## config.mk

```make
export PLATFORM = sky130hd
export DESIGN_NAME = monitor_status_registers
export DESIGN_NICKNAME = d
export VERILOG_FILES = /design/src/rtl/monitor_status_pkg.sv /design/src/rtl/wrap_counter.sv /design/src/rtl/monitor_status_registers.sv
export SDC_FILE = /design/constraint.sdc
export NUM_CORES = 1
export LEC_CHECK = 0
export ABC_AREA = 1
export BUFFER_PORTS_ARGS = -buffer_cell sky130_fd_sc_hd__buf_4
export CAP_MARGIN = 20
export CELL_PAD_IN_SITES_DETAIL_PLACEMENT = 0
export CELL_PAD_IN_SITES_GLOBAL_PLACEMENT = 1
export CORE_MARGIN = 2
export CORE_UTILIZATION = 35
export DETAILED_ROUTE_END_ITERATION = 10
export GPL_TIMING_DRIVEN = 0
export PLACE_DENSITY_LB_ADDON = 0.1
export SETUP_SLACK_MARGIN = 0.3
export SLEW_MARGIN = 25
export SYNTH_ARGS = -nofsm -noshare
export SYNTH_HDL_FRONTEND = slang
export SYNTH_SLANG_ARGS = --single-unit
```

## constraint.sdc

```tcl
create_clock -name i_clk -period 2.45 [get_ports i_clk]
set_clock_uncertainty 0.2 [all_clocks]
set_input_delay 0.6125 -clock i_clk [delete_from_list [all_inputs] [get_ports i_clk]]
set_output_delay 0.6125 -clock i_clk [all_outputs]
set_load 0.02 [all_outputs]
```

## src/rtl/monitor_status_pkg.sv

```systemverilog
// constants for the monitor status register bank
package monitor_status_pkg;
  localparam int REG_ADDR_W = 8;
  localparam int REG_DATA_W = 16;
  localparam logic [7:0] PROGRESS_ADDR = 8'h02;
  localparam logic [7:0] FAULT_ADDR = 8'h03;
  localparam logic [15:0] PROGRESS_RESET = 16'h0000;
  localparam logic [15:0] FAULT_RESET = 16'hFFFF;
  localparam int MUX_SEQ_LSB = 14;
  localparam int CUR_A_LSB = 10;
  localparam int CUR_B_LSB = 8;
  localparam int MUX_RUN_BIT = 1;
  localparam int FAULT_COUNT = 16;
  localparam logic [1:0] COUNTER_ZERO = 2'h0;
  localparam logic [1:0] COUNTER_STEP = 2'h1;
  localparam logic [7:0] MUX_CFG_FIRST = 8'h8C;
  localparam logic [7:0] MUX_CFG_LAST = 8'h9F;
endpackage

```

## src/rtl/wrap_counter.sv

```systemverilog
// two-bit wrapping completion counter with synchronous clear
`timescale 1ns/10ps
`default_nettype none
module wrap_counter
  import monitor_status_pkg::*;
(
  // clock and reset
  input wire logic i_clk,
  input wire logic i_rst_n,
  // control
  input wire logic i_clear,
  input wire logic i_step,
  // count
  output logic [1:0] o_count
);
  typedef struct packed {
    logic [1:0] count_r;
  } wrap_state_s;

  wrap_state_s st_r;
  wrap_state_s st_nxt;

  always_comb begin
    st_nxt = st_r;
    // clear dominates: a completion in a disabled cycle does not count
    if (i_clear) begin
      st_nxt.count_r = COUNTER_ZERO;
    end else if (i_step) begin
      st_nxt.count_r = st_r.count_r + COUNTER_STEP;
    end
  end

  always_ff @(posedge i_clk or negedge i_rst_n) begin
    if (!i_rst_n) begin
      st_r <= '0;
    end else begin
      st_r <= st_nxt;
    end
  end

  assign o_count = st_r.count_r;

  a_count_clear: assert property (@(posedge i_clk) disable iff (!i_rst_n)
    i_clear |=> o_count == COUNTER_ZERO) else $error("counter not cleared");
  a_count_step: assert property (@(posedge i_clk) disable iff (!i_rst_n)
    (!i_clear && i_step) |=> o_count == $past(o_count) + COUNTER_STEP) else $error("counter did not advance");
  a_count_hold: assert property (@(posedge i_clk) disable iff (!i_rst_n)
    (!i_clear && !i_step) |=> $stable(o_count)) else $error("counter moved without cause");
endmodule
`default_nettype wire

```

## src/rtl/monitor_status_registers.sv

```systemverilog
// conversion progress and supply fault status registers
`timescale 1ns/10ps
`default_nettype none
module monitor_status_registers
  import monitor_status_pkg::*;
(
  // clock and reset
  input wire logic i_clk,
  input wire logic i_rst_n,
  // register access port
  input wire logic i_reg_wr,
  input wire logic i_reg_rd,
  input wire logic [REG_ADDR_W-1:0] i_reg_addr,
  input wire logic [REG_DATA_W-1:0] i_reg_wdata,
  output logic [REG_DATA_W-1:0] o_reg_rdata,
  output logic o_reg_hit,
  // converter events
  input wire logic i_low_power,
  input wire logic i_mux_enable,
  input wire logic i_mux_sequence_done,
  input wire logic i_mux_sequence_running,
  input wire logic i_current_a_enable,
  input wire logic i_current_a_done,
  input wire logic i_current_b_enable,
  input wire logic i_current_b_done,
  // fault detector pulses, bit n drops flag n
  input wire logic [FAULT_COUNT-1:0] i_fault_event,
  // register contents
  output logic [REG_DATA_W-1:0] o_progress_status,
  output logic [REG_DATA_W-1:0] o_fault_flags
);
  // --------------------------------------------------------------
  // state
  // --------------------------------------------------------------
  typedef struct packed {
    logic [FAULT_COUNT-1:0] fault_r;
    logic running_r;
    logic [REG_DATA_W-1:0] rdata_r;
    logic hit_r;
  } bank_state_s;

  bank_state_s st_r;
  bank_state_s st_nxt;

  logic [1:0] mux_sequence_counter;
  logic [1:0] current_a_conversion_counter;
  logic [1:0] current_b_conversion_counter;
  logic [REG_DATA_W-1:0] progress_word;
  logic fault_wr;

  // --------------------------------------------------------------
  // layout checks
  // --------------------------------------------------------------
  // the fault word is read back whole, so it must fill the data word
  if (FAULT_COUNT != REG_DATA_W) begin : g_bad_fault_width
    $error("fault flag count must equal the register width");
  end
  // a counter field or the running bit outside the word would be lost
  if (MUX_SEQ_LSB + 2 > REG_DATA_W || CUR_A_LSB + 2 > REG_DATA_W || CUR_B_LSB + 2 > REG_DATA_W) begin : g_bad_field
    $error("counter field outside the register word");
  end
  if (MUX_RUN_BIT >= REG_DATA_W) begin : g_bad_run_bit
    $error("running bit outside the register word");
  end

  // --------------------------------------------------------------
  // completion counters
  // --------------------------------------------------------------
  // sequence counter advance
  wrap_counter u_mux_seq (
    .i_clk(i_clk),
    .i_rst_n(i_rst_n),
    .i_clear(!i_mux_enable || i_low_power),
    .i_step(i_mux_sequence_done),
    .o_count(mux_sequence_counter)
  );

  wrap_counter u_cur_a (
    .i_clk(i_clk),
    .i_rst_n(i_rst_n),
    .i_clear(!i_current_a_enable || i_low_power),
    .i_step(i_current_a_done),
    .o_count(current_a_conversion_counter)
  );

  wrap_counter u_cur_b (
    .i_clk(i_clk),
    .i_rst_n(i_rst_n),
    .i_clear(!i_current_b_enable || i_low_power),
    .i_step(i_current_b_done),
    .o_count(current_b_conversion_counter)
  );

  // --------------------------------------------------------------
  // register word assembly
  // --------------------------------------------------------------
  // unused positions zero
  always_comb begin
    progress_word = PROGRESS_RESET;
    progress_word[MUX_SEQ_LSB +: 2] = mux_sequence_counter;
    progress_word[CUR_A_LSB +: 2] = current_a_conversion_counter;
    progress_word[CUR_B_LSB +: 2] = current_b_conversion_counter;
    progress_word[MUX_RUN_BIT] = st_r.running_r;
  end

  // only the fault address takes writes
  assign fault_wr = i_reg_wr && (i_reg_addr == FAULT_ADDR);

  always_comb begin
    st_nxt = st_r;
    st_nxt.running_r = i_mux_sequence_running && i_mux_enable && !i_low_power;
    for (int i = 0; i < FAULT_COUNT; i++) begin
      // sticky flag, detection wins over a same-cycle restore
      if (i_fault_event[i]) begin
        st_nxt.fault_r[i] = 1'b0;
      end else if (fault_wr && i_reg_wdata[i]) begin
        st_nxt.fault_r[i] = 1'b1;
      end
    end
    st_nxt.hit_r = 1'b0;
    if (i_reg_rd) begin
      case (i_reg_addr)
        PROGRESS_ADDR: begin
          st_nxt.rdata_r = progress_word;
          st_nxt.hit_r = 1'b1;
        end
        FAULT_ADDR: begin
          st_nxt.rdata_r = st_r.fault_r;
          st_nxt.hit_r = 1'b1;
        end
        default: begin
          st_nxt.rdata_r = '0;
        end
      endcase
    end
  end

  // --------------------------------------------------------------
  // registers
  // --------------------------------------------------------------
  always_ff @(posedge i_clk or negedge i_rst_n) begin
    if (!i_rst_n) begin
      st_r.fault_r <= FAULT_RESET;
      st_r.running_r <= 1'b0;
      st_r.rdata_r <= '0;
      st_r.hit_r <= 1'b0;
    end else begin
      st_r <= st_nxt;
    end
  end

  assign o_reg_rdata = st_r.rdata_r;
  assign o_reg_hit = st_r.hit_r;
  assign o_progress_status = progress_word;
  assign o_fault_flags = st_r.fault_r;

  // --------------------------------------------------------------
  // checks
  // --------------------------------------------------------------
  a_reserved_zero: assert property (@(posedge i_clk) disable iff (!i_rst_n)
    o_progress_status[13:12] == 2'h0 && o_progress_status[7:2] == 6'h00 && !o_progress_status[0])
    else $error("reserved progress bits not zero");
  a_running_flag: assert property (@(posedge i_clk) disable iff (!i_rst_n)
    (i_mux_sequence_running && i_mux_enable && !i_low_power) |=> o_progress_status[MUX_RUN_BIT])
    else $error("running bit not set");
  a_running_clear: assert property (@(posedge i_clk) disable iff (!i_rst_n)
    !i_mux_enable |=> !o_progress_status[MUX_RUN_BIT]) else $error("running bit set while disabled");
  a_fault_drop: assert property (@(posedge i_clk) disable iff (!i_rst_n)
    i_fault_event[15] |=> !o_fault_flags[15]) else $error("overvoltage flag did not drop");
  a_fault_sticky: assert property (@(posedge i_clk) disable iff (!i_rst_n)
    (!o_fault_flags[4] && !(fault_wr && i_reg_wdata[4])) |=> !o_fault_flags[4])
    else $error("fault flag restored without write");
  a_fault_restore: assert property (@(posedge i_clk) disable iff (!i_rst_n)
    (fault_wr && i_reg_wdata[0] && !i_fault_event[0]) |=> o_fault_flags[0]) else $error("flag not restored");
  a_zero_write: assert property (@(posedge i_clk) disable iff (!i_rst_n)
    (fault_wr && i_reg_wdata == 16'h0000 && i_fault_event == 16'h0000) |=> $stable(o_fault_flags))
    else $error("zero write changed flags");
  a_read_fault: assert property (@(posedge i_clk) disable iff (!i_rst_n)
    (i_reg_rd && i_reg_addr == FAULT_ADDR) |=> (o_reg_hit && o_reg_rdata == $past(o_fault_flags)))
    else $error("fault read wrong");
  a_read_progress: assert property (@(posedge i_clk) disable iff (!i_rst_n)
    (i_reg_rd && i_reg_addr == PROGRESS_ADDR) |=> (o_reg_hit && o_reg_rdata == $past(o_progress_status)))
    else $error("progress read wrong");
  a_seq_lowpower: assert property (@(posedge i_clk) disable iff (!i_rst_n)
    i_low_power |=> o_progress_status[15:14] == 2'h0) else $error("sequence counter not cleared");

  // --------------------------------------------------------------
  // per-flag fault drops
  // --------------------------------------------------------------
  // one check per flag for flags 14 to 0 (flag 15 is checked by a_fault_drop): a crossed event index shows up here, not in the loop
  a_drop_analog_uv: assert property (@(posedge i_clk) disable iff (!i_rst_n)
    i_fault_event[14] |=> !o_fault_flags[14])
    else $error("analog undervoltage flag did not drop");
  a_drop_io_ov: assert property (@(posedge i_clk) disable iff (!i_rst_n)
    i_fault_event[13] |=> !o_fault_flags[13])
    else $error("io overvoltage flag did not drop");
  a_drop_io_uv: assert property (@(posedge i_clk) disable iff (!i_rst_n)
    i_fault_event[12] |=> !o_fault_flags[12])
    else $error("io undervoltage flag did not drop");

  a_drop_dig_ov: assert property (@(posedge i_clk) disable iff (!i_rst_n)
    i_fault_event[11] |=> !o_fault_flags[11])
    else $error("digital overvoltage flag did not drop");
  a_drop_dig_uv: assert property (@(posedge i_clk) disable iff (!i_rst_n)
    i_fault_event[10] |=> !o_fault_flags[10])
    else $error("digital undervoltage flag did not drop");

  a_drop_analog_osc: assert property (@(posedge i_clk) disable iff (!i_rst_n)
    i_fault_event[9] |=> !o_fault_flags[9])
    else $error("analog oscillation flag did not drop");
  a_drop_io_osc: assert property (@(posedge i_clk) disable iff (!i_rst_n)
    i_fault_event[8] |=> !o_fault_flags[8])
    else $error("io oscillation flag did not drop");
  a_drop_dig_osc: assert property (@(posedge i_clk) disable iff (!i_rst_n)
    i_fault_event[7] |=> !o_fault_flags[7])
    else $error("digital oscillation flag did not drop");

  a_drop_analog_temp: assert property (@(posedge i_clk) disable iff (!i_rst_n)
    i_fault_event[6] |=> !o_fault_flags[6])
    else $error("analog overtemperature flag did not drop");
  a_drop_io_temp: assert property (@(posedge i_clk) disable iff (!i_rst_n)
    i_fault_event[5] |=> !o_fault_flags[5])
    else $error("io overtemperature flag did not drop");
  a_drop_analog_limit: assert property (@(posedge i_clk) disable iff (!i_rst_n)
    i_fault_event[4] |=> !o_fault_flags[4])
    else $error("analog current limit flag did not drop");

  a_drop_io_limit: assert property (@(posedge i_clk) disable iff (!i_rst_n)
    i_fault_event[3] |=> !o_fault_flags[3])
    else $error("io current limit flag did not drop");
  a_drop_gnd_a: assert property (@(posedge i_clk) disable iff (!i_rst_n)
    i_fault_event[2] |=> !o_fault_flags[2])
    else $error("first analog ground flag did not drop");
  a_drop_gnd_b: assert property (@(posedge i_clk) disable iff (!i_rst_n)
    i_fault_event[1] |=> !o_fault_flags[1])
    else $error("second analog ground flag did not drop");
  a_drop_dig_gnd: assert property (@(posedge i_clk) disable iff (!i_rst_n)
    i_fault_event[0] |=> !o_fault_flags[0])
    else $error("digital ground flag did not drop");

  // --------------------------------------------------------------
  // clears, refused writes and read timing
  // --------------------------------------------------------------
  a_seq_disable: assert property (@(posedge i_clk) disable iff (!i_rst_n)
    !i_mux_enable |=> o_progress_status[15:14] == 2'h0)
    else $error("sequence counter not cleared on disable");
  a_cur_a_clear: assert property (@(posedge i_clk) disable iff (!i_rst_n)
    (!i_current_a_enable || i_low_power) |=> o_progress_status[11:10] == 2'h0)
    else $error("converter a counter not cleared");
  a_cur_b_clear: assert property (@(posedge i_clk) disable iff (!i_rst_n)
    (!i_current_b_enable || i_low_power) |=> o_progress_status[9:8] == 2'h0)
    else $error("converter b counter not cleared");
  a_running_lowpower: assert property (@(posedge i_clk) disable iff (!i_rst_n)
    i_low_power |=> !o_progress_status[MUX_RUN_BIT])
    else $error("running bit set in low power");
  a_write_ignored: assert property (@(posedge i_clk) disable iff (!i_rst_n)
    (i_reg_wr && i_reg_addr != FAULT_ADDR && i_fault_event == 16'h0000) |=> $stable(o_fault_flags))
    else $error("write to other address changed flags");
  a_read_unmapped: assert property (@(posedge i_clk) disable iff (!i_rst_n)
    (i_reg_rd && i_reg_addr != PROGRESS_ADDR && i_reg_addr != FAULT_ADDR) |=> (!o_reg_hit && o_reg_rdata == '0))
    else $error("unmapped read answered");
  a_hit_pulse: assert property (@(posedge i_clk) disable iff (!i_rst_n)
    !i_reg_rd |=> !o_reg_hit)
    else $error("hit without a read");
  a_rdata_hold: assert property (@(posedge i_clk) disable iff (!i_rst_n)
    !i_reg_rd |=> $stable(o_reg_rdata))
    else $error("read data moved without a read");
endmodule
`default_nettype wire

```

# [After elaboration in Yosys (flattened, before gate mapping)]
# Index checks and enable logic that the tools add are counted.
[totals] reg_bits=40 input_bits=52 elab_cells=114
[classes] addsub=3 n_eq_ne=2 mux=41 reduce_logical=46
[op_table] operator="2-bit nonzero test" n=19
[op_table] operator="1-bit two-way mux" n=34
[op_table] operator="16-bit one-hot mux with 2 select lines" n=1
[op_table] operator="1-bit logical AND" n=19
[op_table] operator="8-bit by 2-bit == test with 1-bit output (second input constant)" n=2
[op_table] operator="2-bit two-way mux" n=6
[op_table] operator="2-bit by 1-bit adder with 2-bit output (second input constant)" n=3
[op_table] operator="1-bit zero test" n=4
[op_table] operator="1-bit logical OR" n=3
[op_table] operator="2-bit OR reduction" n=1

# [Depth between registers and ports, before layout]
# Gate-level depths: netlist (run 1).
[logic_depth] ltp_word=5 depth_mapped=9 depth_no_buf=8

# [Cells and area by module]
# A second synthesis (run 1) with hierarchy kept.
[unflattened] cells_unflattened=226 area_unflattened_um2=2055.7
[modules_own_cells] module="monitor_status_registers" n_inst=1 cells_per_inst=193 area_per_inst_um2=1796.7
[modules_own_cells] module="wrap_counter" n_inst=3 cells_per_inst=11 area_per_inst_um2=86.3

# [Least setup slack after synthesis (run 1)]
# OpenSTA, ideal clock, no wires.
[synth_timing] kind="input -> register" start="in i_reg_addr[5]" end="reg st_r, in the netlist o_fault_flags[0]" setup_time_ns=0.068 arrival_time_ns=1.290 required_ns=2.182 setup_slack_ns=0.892 path_stages=6 n_path_buf=1 path_cell_list="nor2_2 nand2_2 nor2_8 buf_12 nand3_2 a21oi_2"
[synth_between] elab_chain_cells=4
[synth_lines] item="start, declared" line="monitor_status_registers.sv:13" text="input wire logic [REG_ADDR_W-1:0] i_reg_addr,"
[synth_lines] item="8-bit by 2-bit == test with 1-bit output" line="monitor_status_registers.sv:107" text="assign fault_wr = i_reg_wr && (i_reg_addr == FAULT_ADDR);"
[synth_lines] item="1-bit logical AND" line="monitor_status_registers.sv:107"
[synth_lines] item="1-bit logical AND" line="monitor_status_registers.sv:116" text="end else if (fault_wr && i_reg_wdata[i]) begin"
[synth_lines] item="2-bit nonzero test (no source line)"
[synth_lines] item="end signal, assigned" line="monitor_status_registers.sv:148" text="st_r <= st_nxt;"
[synth_lines] item="end, declared" line="monitor_status_registers.sv:42" text="bank_state_s st_r;"
# No other way between the ends.
# A chain may end at the register's enable or synchronous reset.

# [Worst setup path after layout (run 1)]
[layout_timing] start="reg st_r, in the netlist o_fault_flags[14]" end="out o_fault_flags[14]"
[layout_rtl] item="end, declared" line="monitor_status_registers.sv:30" text="output logic [REG_DATA_W-1:0] o_fault_flags"
# No word-level cell between the ends.

==> qor.csv, run 1 <==
metric,value,unit
outcome,completed,
Setup Viol. Count Final,0,
fillers,575,
Fin. Hold Viols,0,
num rows,27,
CTS tree,yes,
"critical path, cell by cell",buf_4,
cts hold-fix bufs,0,
Post-Synthesis Cell Area,2030,um^2
Final HPWL DP,3630,um
routed via count,1694,
Sink Count,40,
post-CTS setup buffers,0,
"IR drop worst, VDD",0.229,mV
Netlist cell types,22,
final instance area,2910,um^2
synthesized instance count,215,
GPL Wtd Cong,0.678,
Post-Synthesis Mean Instance Area,9.45,um^2
first-pass GRT wire length,7590,um
core area,5540,um^2
Hold/Removal Path Class,input pin to asynchronous set/reset pin,
Layout Nets,371,
IO Pins,101,
yosys warns,0,
Initial Util,36.7,%
Reg2Reg Setup Slack,1.30,ns
Max-Cap Viols,0,
P&R area growth vs syn,43.2,%
Startpoint Class,flop,
part of the cycle the worst path needs,74.0,%
clock root buffer,clkbuf_8,
Die ar.,6430,um^2
Tmin final,1.81,ns
worst-path fanout max,3,
Worst-path clk slew,0.08,ns
FF-to-FF path depth,3,
worst skew pair latency,0.29,ns
total net switching power,0.303,mW
CP max stage delay,0.56,ns
post-route setup slack,0.636,ns
Seq cells post-synth,40,
Pwr per Cell Area,438,nW/um^2
Vias per Instance,4.32,
pre-CTS WS,0.680,ns
CP endpoint kind,output port,
CP bufs+invs,1,
largest net degree at the start of global routing,41,
vias in the first global route,1655,
# resized after CTS,0,
critical path depth,1,
Int Pwr,0.972,mW
wire length per cell,12.1,um
Final ANT Viol Nets,0,
H-Tree Depth,2,
worst setup path start,o_fault_flags[14]$_DFFE_PN1P_,
Clock Power Share,35.2,%
fmax,551,MHz
setup_tns,0,ns
worst slew pin tran,0.511,ns
initial antenna violation count,0,
R2R Path End,u_mux_seq.o_count[1]$_DFFE_PN0P_,
DRT iter0 DRCs,81,
I/O Buffers,89,
Overflow after GRT,0,
clk buf depth,2,
sequential share of power,52.5,%
Max Slew Vio Count,0,
Pleak,1.47,nW
share of the yosys chip area belonging to registers,50.2,%
"delay-heaviest family, CP",flip-flops,
critical path required time,1.64,ns
cts bufs inserted,5,
GR Util All Layers,15.7,%
Critical Path End,o_fault_flags[14],
n_diodes,0,
Crit Path Category,flop to output port,
Worst path slowest cell,dfstp_2,
Net Sw Frac,23.7,%
Max-Slew Margin vs Limit,65.9,%
R2R Path Start,u_mux_seq.o_count[0]$_DFFE_PN0P_,
Die X,80.2,um
Critical Path AT,1.00,ns
Post-Route WL,4740,um
RSZ-0062 raised after global routing,no,
Comb power frac,12.3,%
Post-DP Area,2820,um^2
Die H,80.2,um
1st-pass router iterations,4,
drt drc,0,
share of layout cells above drive strength 1,53.4,%
==> final cells by class <==
| type | count | area (um^2) | share of cell area [%] |
|---|---|---|---|
| plain buffers | 17 | 153 | 5.25 |
| clock buffers | 8 | 90.1 | 3.10 |
| inverters | 23 | 86.3 | 2.97 |
| multi-input cells | 143 | 802 | 27.6 |
| flip-flops and latches | 40 | 1020 | 35.1 |
| well taps | 72 | 90.1 | 3.10 |
| repair buffers | 89 | 668 | 23.0 |
==> power groups by stage <==
| stage | Combinational (mW) | Clock, mW | Sequential [mW] |
|---|---|---|---|
| after floorplan | 0.0573 | 0 | 0.686 |
| after global placement | 0.159 | 0 | 0.682 |
| after detailed placement | 0.159 | 0 | 0.681 |
| after CTS | 0.160 | 0.464 | 0.670 |
| after global routing | 0.172 | 0.492 | 0.670 |
| final | 0.156 | 0.449 | 0.670 |
==> metrics by stage <==
step                      util [%]  total power [mW]  hold WS, ns  std cells
after floorplan                  -             0.743        0.117        223
after global placement        50.9             0.840        0.265        384
after detailed placement      50.9             0.841        0.269        384
after CTS                     52.5              1.29        0.105        392
after global routing          52.5              1.33        0.129        392
final                         52.5              1.27       0.0837        392
==> synthesized netlist by cell type, drive strengths merged <==
cell type  instances  area share, %
nand2             66             13
nand3             32             12
dfrtp             24             30
inv               22            4.1
a21oi             18            7.4
buf               16            7.3
dfstp             16             21
nor2              12            3.4
nor3b              3            1.1
xor2               2           0.86
clkbuf             1           0.25
clkinv             1           0.18
conb               1           0.18
or2                1           0.31
==> how the worst min path moves through the flow <==
stage | start | to | slack (ns)
floorplan | i_rst_n | o_progress_status[1]$_DFF_PN0_ | 0.12
global placement | o_reg_rdata[10]$_DFFE_PN0P_ | o_reg_rdata[10]$_DFFE_PN0P_ | 0.27
detailed placement | o_reg_rdata[9]$_DFFE_PN0P_ | o_reg_rdata[9]$_DFFE_PN0P_ | 0.27
CTS | i_rst_n | o_reg_rdata[15]$_DFFE_PN0P_ | 0.11
global route | i_rst_n | o_reg_rdata[15]$_DFFE_PN0P_ | 0.13
finish | i_rst_n | o_reg_rdata[15]$_DFFE_PN0P_ | 0.08
==> metal layers <==
layer / global-route usage, % / wire length [um]
met1: 19.2 / 2030
met2: 26.9 / 2290
met3: 3.60 / 353
met4: 5.59 / 72
met5: 0 / 0
==> placed cells by master (no fill, tap or decap), drive strengths merged, types with 3 or more instances in the layout <==
cell type / n
nand2: 66
buf: 105
nand3: 32
nor2: 12
a21oi: 18
nor3b: 3
dfstp: 16
conb: 9
inv: 22
dfrtp: 24
clkbuf: 9
==> sequential cells by signal (all words and copies together), names as in the netlist <==
register	cells
o_fault_flags	16
o_reg_rdata	16
u_cur_a.o_count	2
u_cur_b.o_count	2
u_mux_seq.o_count	2
o_progress_status	1
o_reg_hit	1
==> cells by family (layout without fill, tap and decap cells) <==
family | Yosys count | after routing | share of synthesized area [%]
xor+xnor | 2 | 2 | 0.862
buf+inv | 40 | 137 | 11.8
flops | 40 | 40 | 50.2
compound gates | 18 | 18 | 7.39
simple gates | 114 | 114 | 29.6
other cells | 1 | 9 | 0.185
No activity file was read; power rests on OpenSTA's default activity.
==> inputs of run 2 (changes only) <==
Settings changed: ABC_AREA 1 to 0, CORE_UTILIZATION 35 to 34.
Clock period 2.45 ns to 1.82 ns, I/O delays scaled along.
==> qor.csv, run 2 <==
metric,value,unit
Die ar.,6540,um^2
Post-Synthesis Mean Instance Area,11.7,um^2
Crit Path Category,flop to output port,
"most common cell after layout, fill and taps aside",buf_4,
first-pass GRT wire length,7900,um
GR Util All Layers,15.8,%
vias in the first global route,1645,
Hold/Removal Path Class,input pin to flop,
outcome,completed,
core area,5610,um^2
most frequent cells in the layout,"106 x buf_4, 27 x buf_6, 24 x dfrtp_1",
wire length per cell,13.4,um
CP max stage delay,0.56,ns
CP endpoint kind,output port,
1st-pass router iterations,4,
part of the cycle the worst path needs,89.2,%
most numerous cell in the Yosys netlist,dfrtp_1,
Overflow after GRT,0,
worst skew pair latency,0.29,ns
Final Power,1.75,mW
post-route setup slack,0.197,ns
Max-Cap Viols,0,
yosys warns,0,
CP bufs+invs,1,
share of flip-flops with an asynchronous set or reset,100,%
"delay-heaviest family, CP",flip-flops,
critical path required time,1.16,ns
Initial Util,35.8,%
RSZ-0062 raised after global routing,yes,
worst-path fanout max,3,
Netlist cell types,24,
ys flop type,dfrtp_1,
DRT iter0 DRCs,45,
setup_tns,0,ns
Worst path slowest cell,dfstp_2,
routed via count,1693,
CTS tree,yes,
initial antenna violation count,0,
Post-Route WL,5100,um
cts bufs inserted,5,
Max-Slew Margin vs Limit,65.1,%
pre-CTS WS,0.0293,ns
Layout Nets,360,
num rows,27,
IO Pins,101,
Final Hold Slack,0.113,ns
"area leader, netlist",dfrtp_1,
Setup Viol. Count Final,0,
Pleak,1.47,nW
largest net degree at the start of global routing,41,
Post-synth EDFFs,0,
fmax,616,MHz
Post-synth top cells,"24 x dfrtp_1, 19 x nand2_1, 17 x inv_1",
clk buf depth,2,
"IR drop worst, VDD",0.249,mV
P&R area growth vs syn,61.1,%
Critical Path AT,0.97,ns
share of layout cells above drive strength 1,61.2,%
Finished Core Util,57.7,%
Pwr per Cell Area,542,nW/um^2
Die X,80.9,um
n_diodes,0,
Fin. Hold Viols,0,
Seq cells post-synth,40,
area share of the largest cell type after synthesis,29.9,%
share of the yosys chip area belonging to registers,50.8,%
Max Slew Vio Count,0,
Post-Synthesis Cell Area,2010,um^2
Vias per Instance,4.44,
H-Tree Depth,2,
Final HPWL DP,3590,um
clock root buffer,clkbuf_8,
"critical path, cell by cell",buf_6,
I/O Buffers,89,
synthesized instance count,172,
worst slew pin tran,0.524,ns
Final ANT Viol Nets,0,
Synth area leaders,"dfrtp_1 30%, dfstp_2 21%, o22ai_2 10%, nand3b_1 6.0%, o2bb2ai_1 5.7%",
drt drc,0,
Sink Count,40,
Startpoint Class,flop,
GPL Wtd Cong,0.688,
Worst-path clk slew,0.08,ns
fillers,520,
Tmin final,1.62,ns
Die H,80.9,um
==> run 2: changes by cell type after synthesis, sizes merged, moves of 16 or more <==
cell	previous run	this run
a21oi	18	0
nand2	66	19
nand3	32	1
nand3b	0	16
o22ai	0	16
o2bb2ai	0	16
==> run 2: cells by family after synthesis <==
group,synth area share (%)
XOR/XNOR,2.62
buffers and inverters,9.53
AO/OA/AOI/OAI,17.9
flip-flops,50.8
other,0.187
AND/OR/NAND/NOR,15.0
multiplexers,3.93
==> run 2: final timing paths <==
path	from	end	slack [ns]	cells after the start
setup / recovery	o_fault_flags[5]$_DFFE_PN1P_	o_fault_flags[5]	0.20	1
hold / removal	i_fault_event[7]	o_fault_flags[7]$_DFFE_PN1P_	0.11	2
setup reg to reg	u_cur_b.o_count[0]$_DFFE_PN0P_	o_reg_rdata[8]$_DFFE_PN0P_	0.46	5
hold reg to reg	o_reg_rdata[10]$_DFFE_PN0P_	o_reg_rdata[10]$_DFFE_PN0P_	0.29	1
max in group asynchronous	i_rst_n	o_fault_flags[9]$_DFFE_PN1P_	0.57	2
min in group asynchronous	i_rst_n	o_reg_rdata[12]$_DFFE_PN0P_	0.47	2
==> run 2: per-layer routing <==
layer / vias to the layer above / GRT usage (%) / part of all wire, %
met5: - / 0 / 0
li1: 839 / - / -
met4: 0 / 5.08 / 0.82
met2: 61 / 25.8 / 48
met1: 789 / 20.6 / 44
met3: 4 / 3.89 / 7.1
==> run 2: cell type report <==
type | count | area, um^2 | area share [%]
Inverter | 18 | 67.6 | 2.09
Multi-Input combinational cell | 105 | 835 | 25.8
Buffer | 17 | 124 | 3.83
Clock inverter | 2 | 10.0 | 0.309
Clock buffer | 6 | 82.6 | 2.55
Timing Repair Buffer | 121 | 1000 | 31.1
Sequential cell | 40 | 1020 | 31.6
Tap cell | 72 | 90.1 | 2.79
==> run 2: power by group <==
group          internal, mW  total, mW  switching (mW)
logic                 0.130      0.249           0.119
clock network         0.303      0.604           0.302
registers             0.896      0.900         0.00381
total                  1.33       1.75           0.424
==> run 2: stage by stage <==
| step | area, um^2 | std cells |
|---|---|---|
| finish | 3230 | 381 |
| global route | 3230 | 381 |
| CTS | 3120 | 371 |
| detailed placement | 2800 | 341 |
| global placement | 2800 | 341 |
| floorplan | 2040 | 180 |
==> run 2: what timing repair did <==
item / 4_1_cts / 5_1_grt
hold buffers: 1 / 0
endpoints found under the hold margin: 24 / 0
setup endpoints to repair: 24 / 36
buffers inserted: 21 / 10
gates resized for setup: 16 / 10
==> run 2: worst reg2reg max path, stage by stage, from the launching register on <==
cell,delay (ns)
dfrtp_1,0.40
buf_4,0.14
buf_4,0.13
mux2_2,0.25
nand2_1,0.06
o2bb2ai_1,0.07
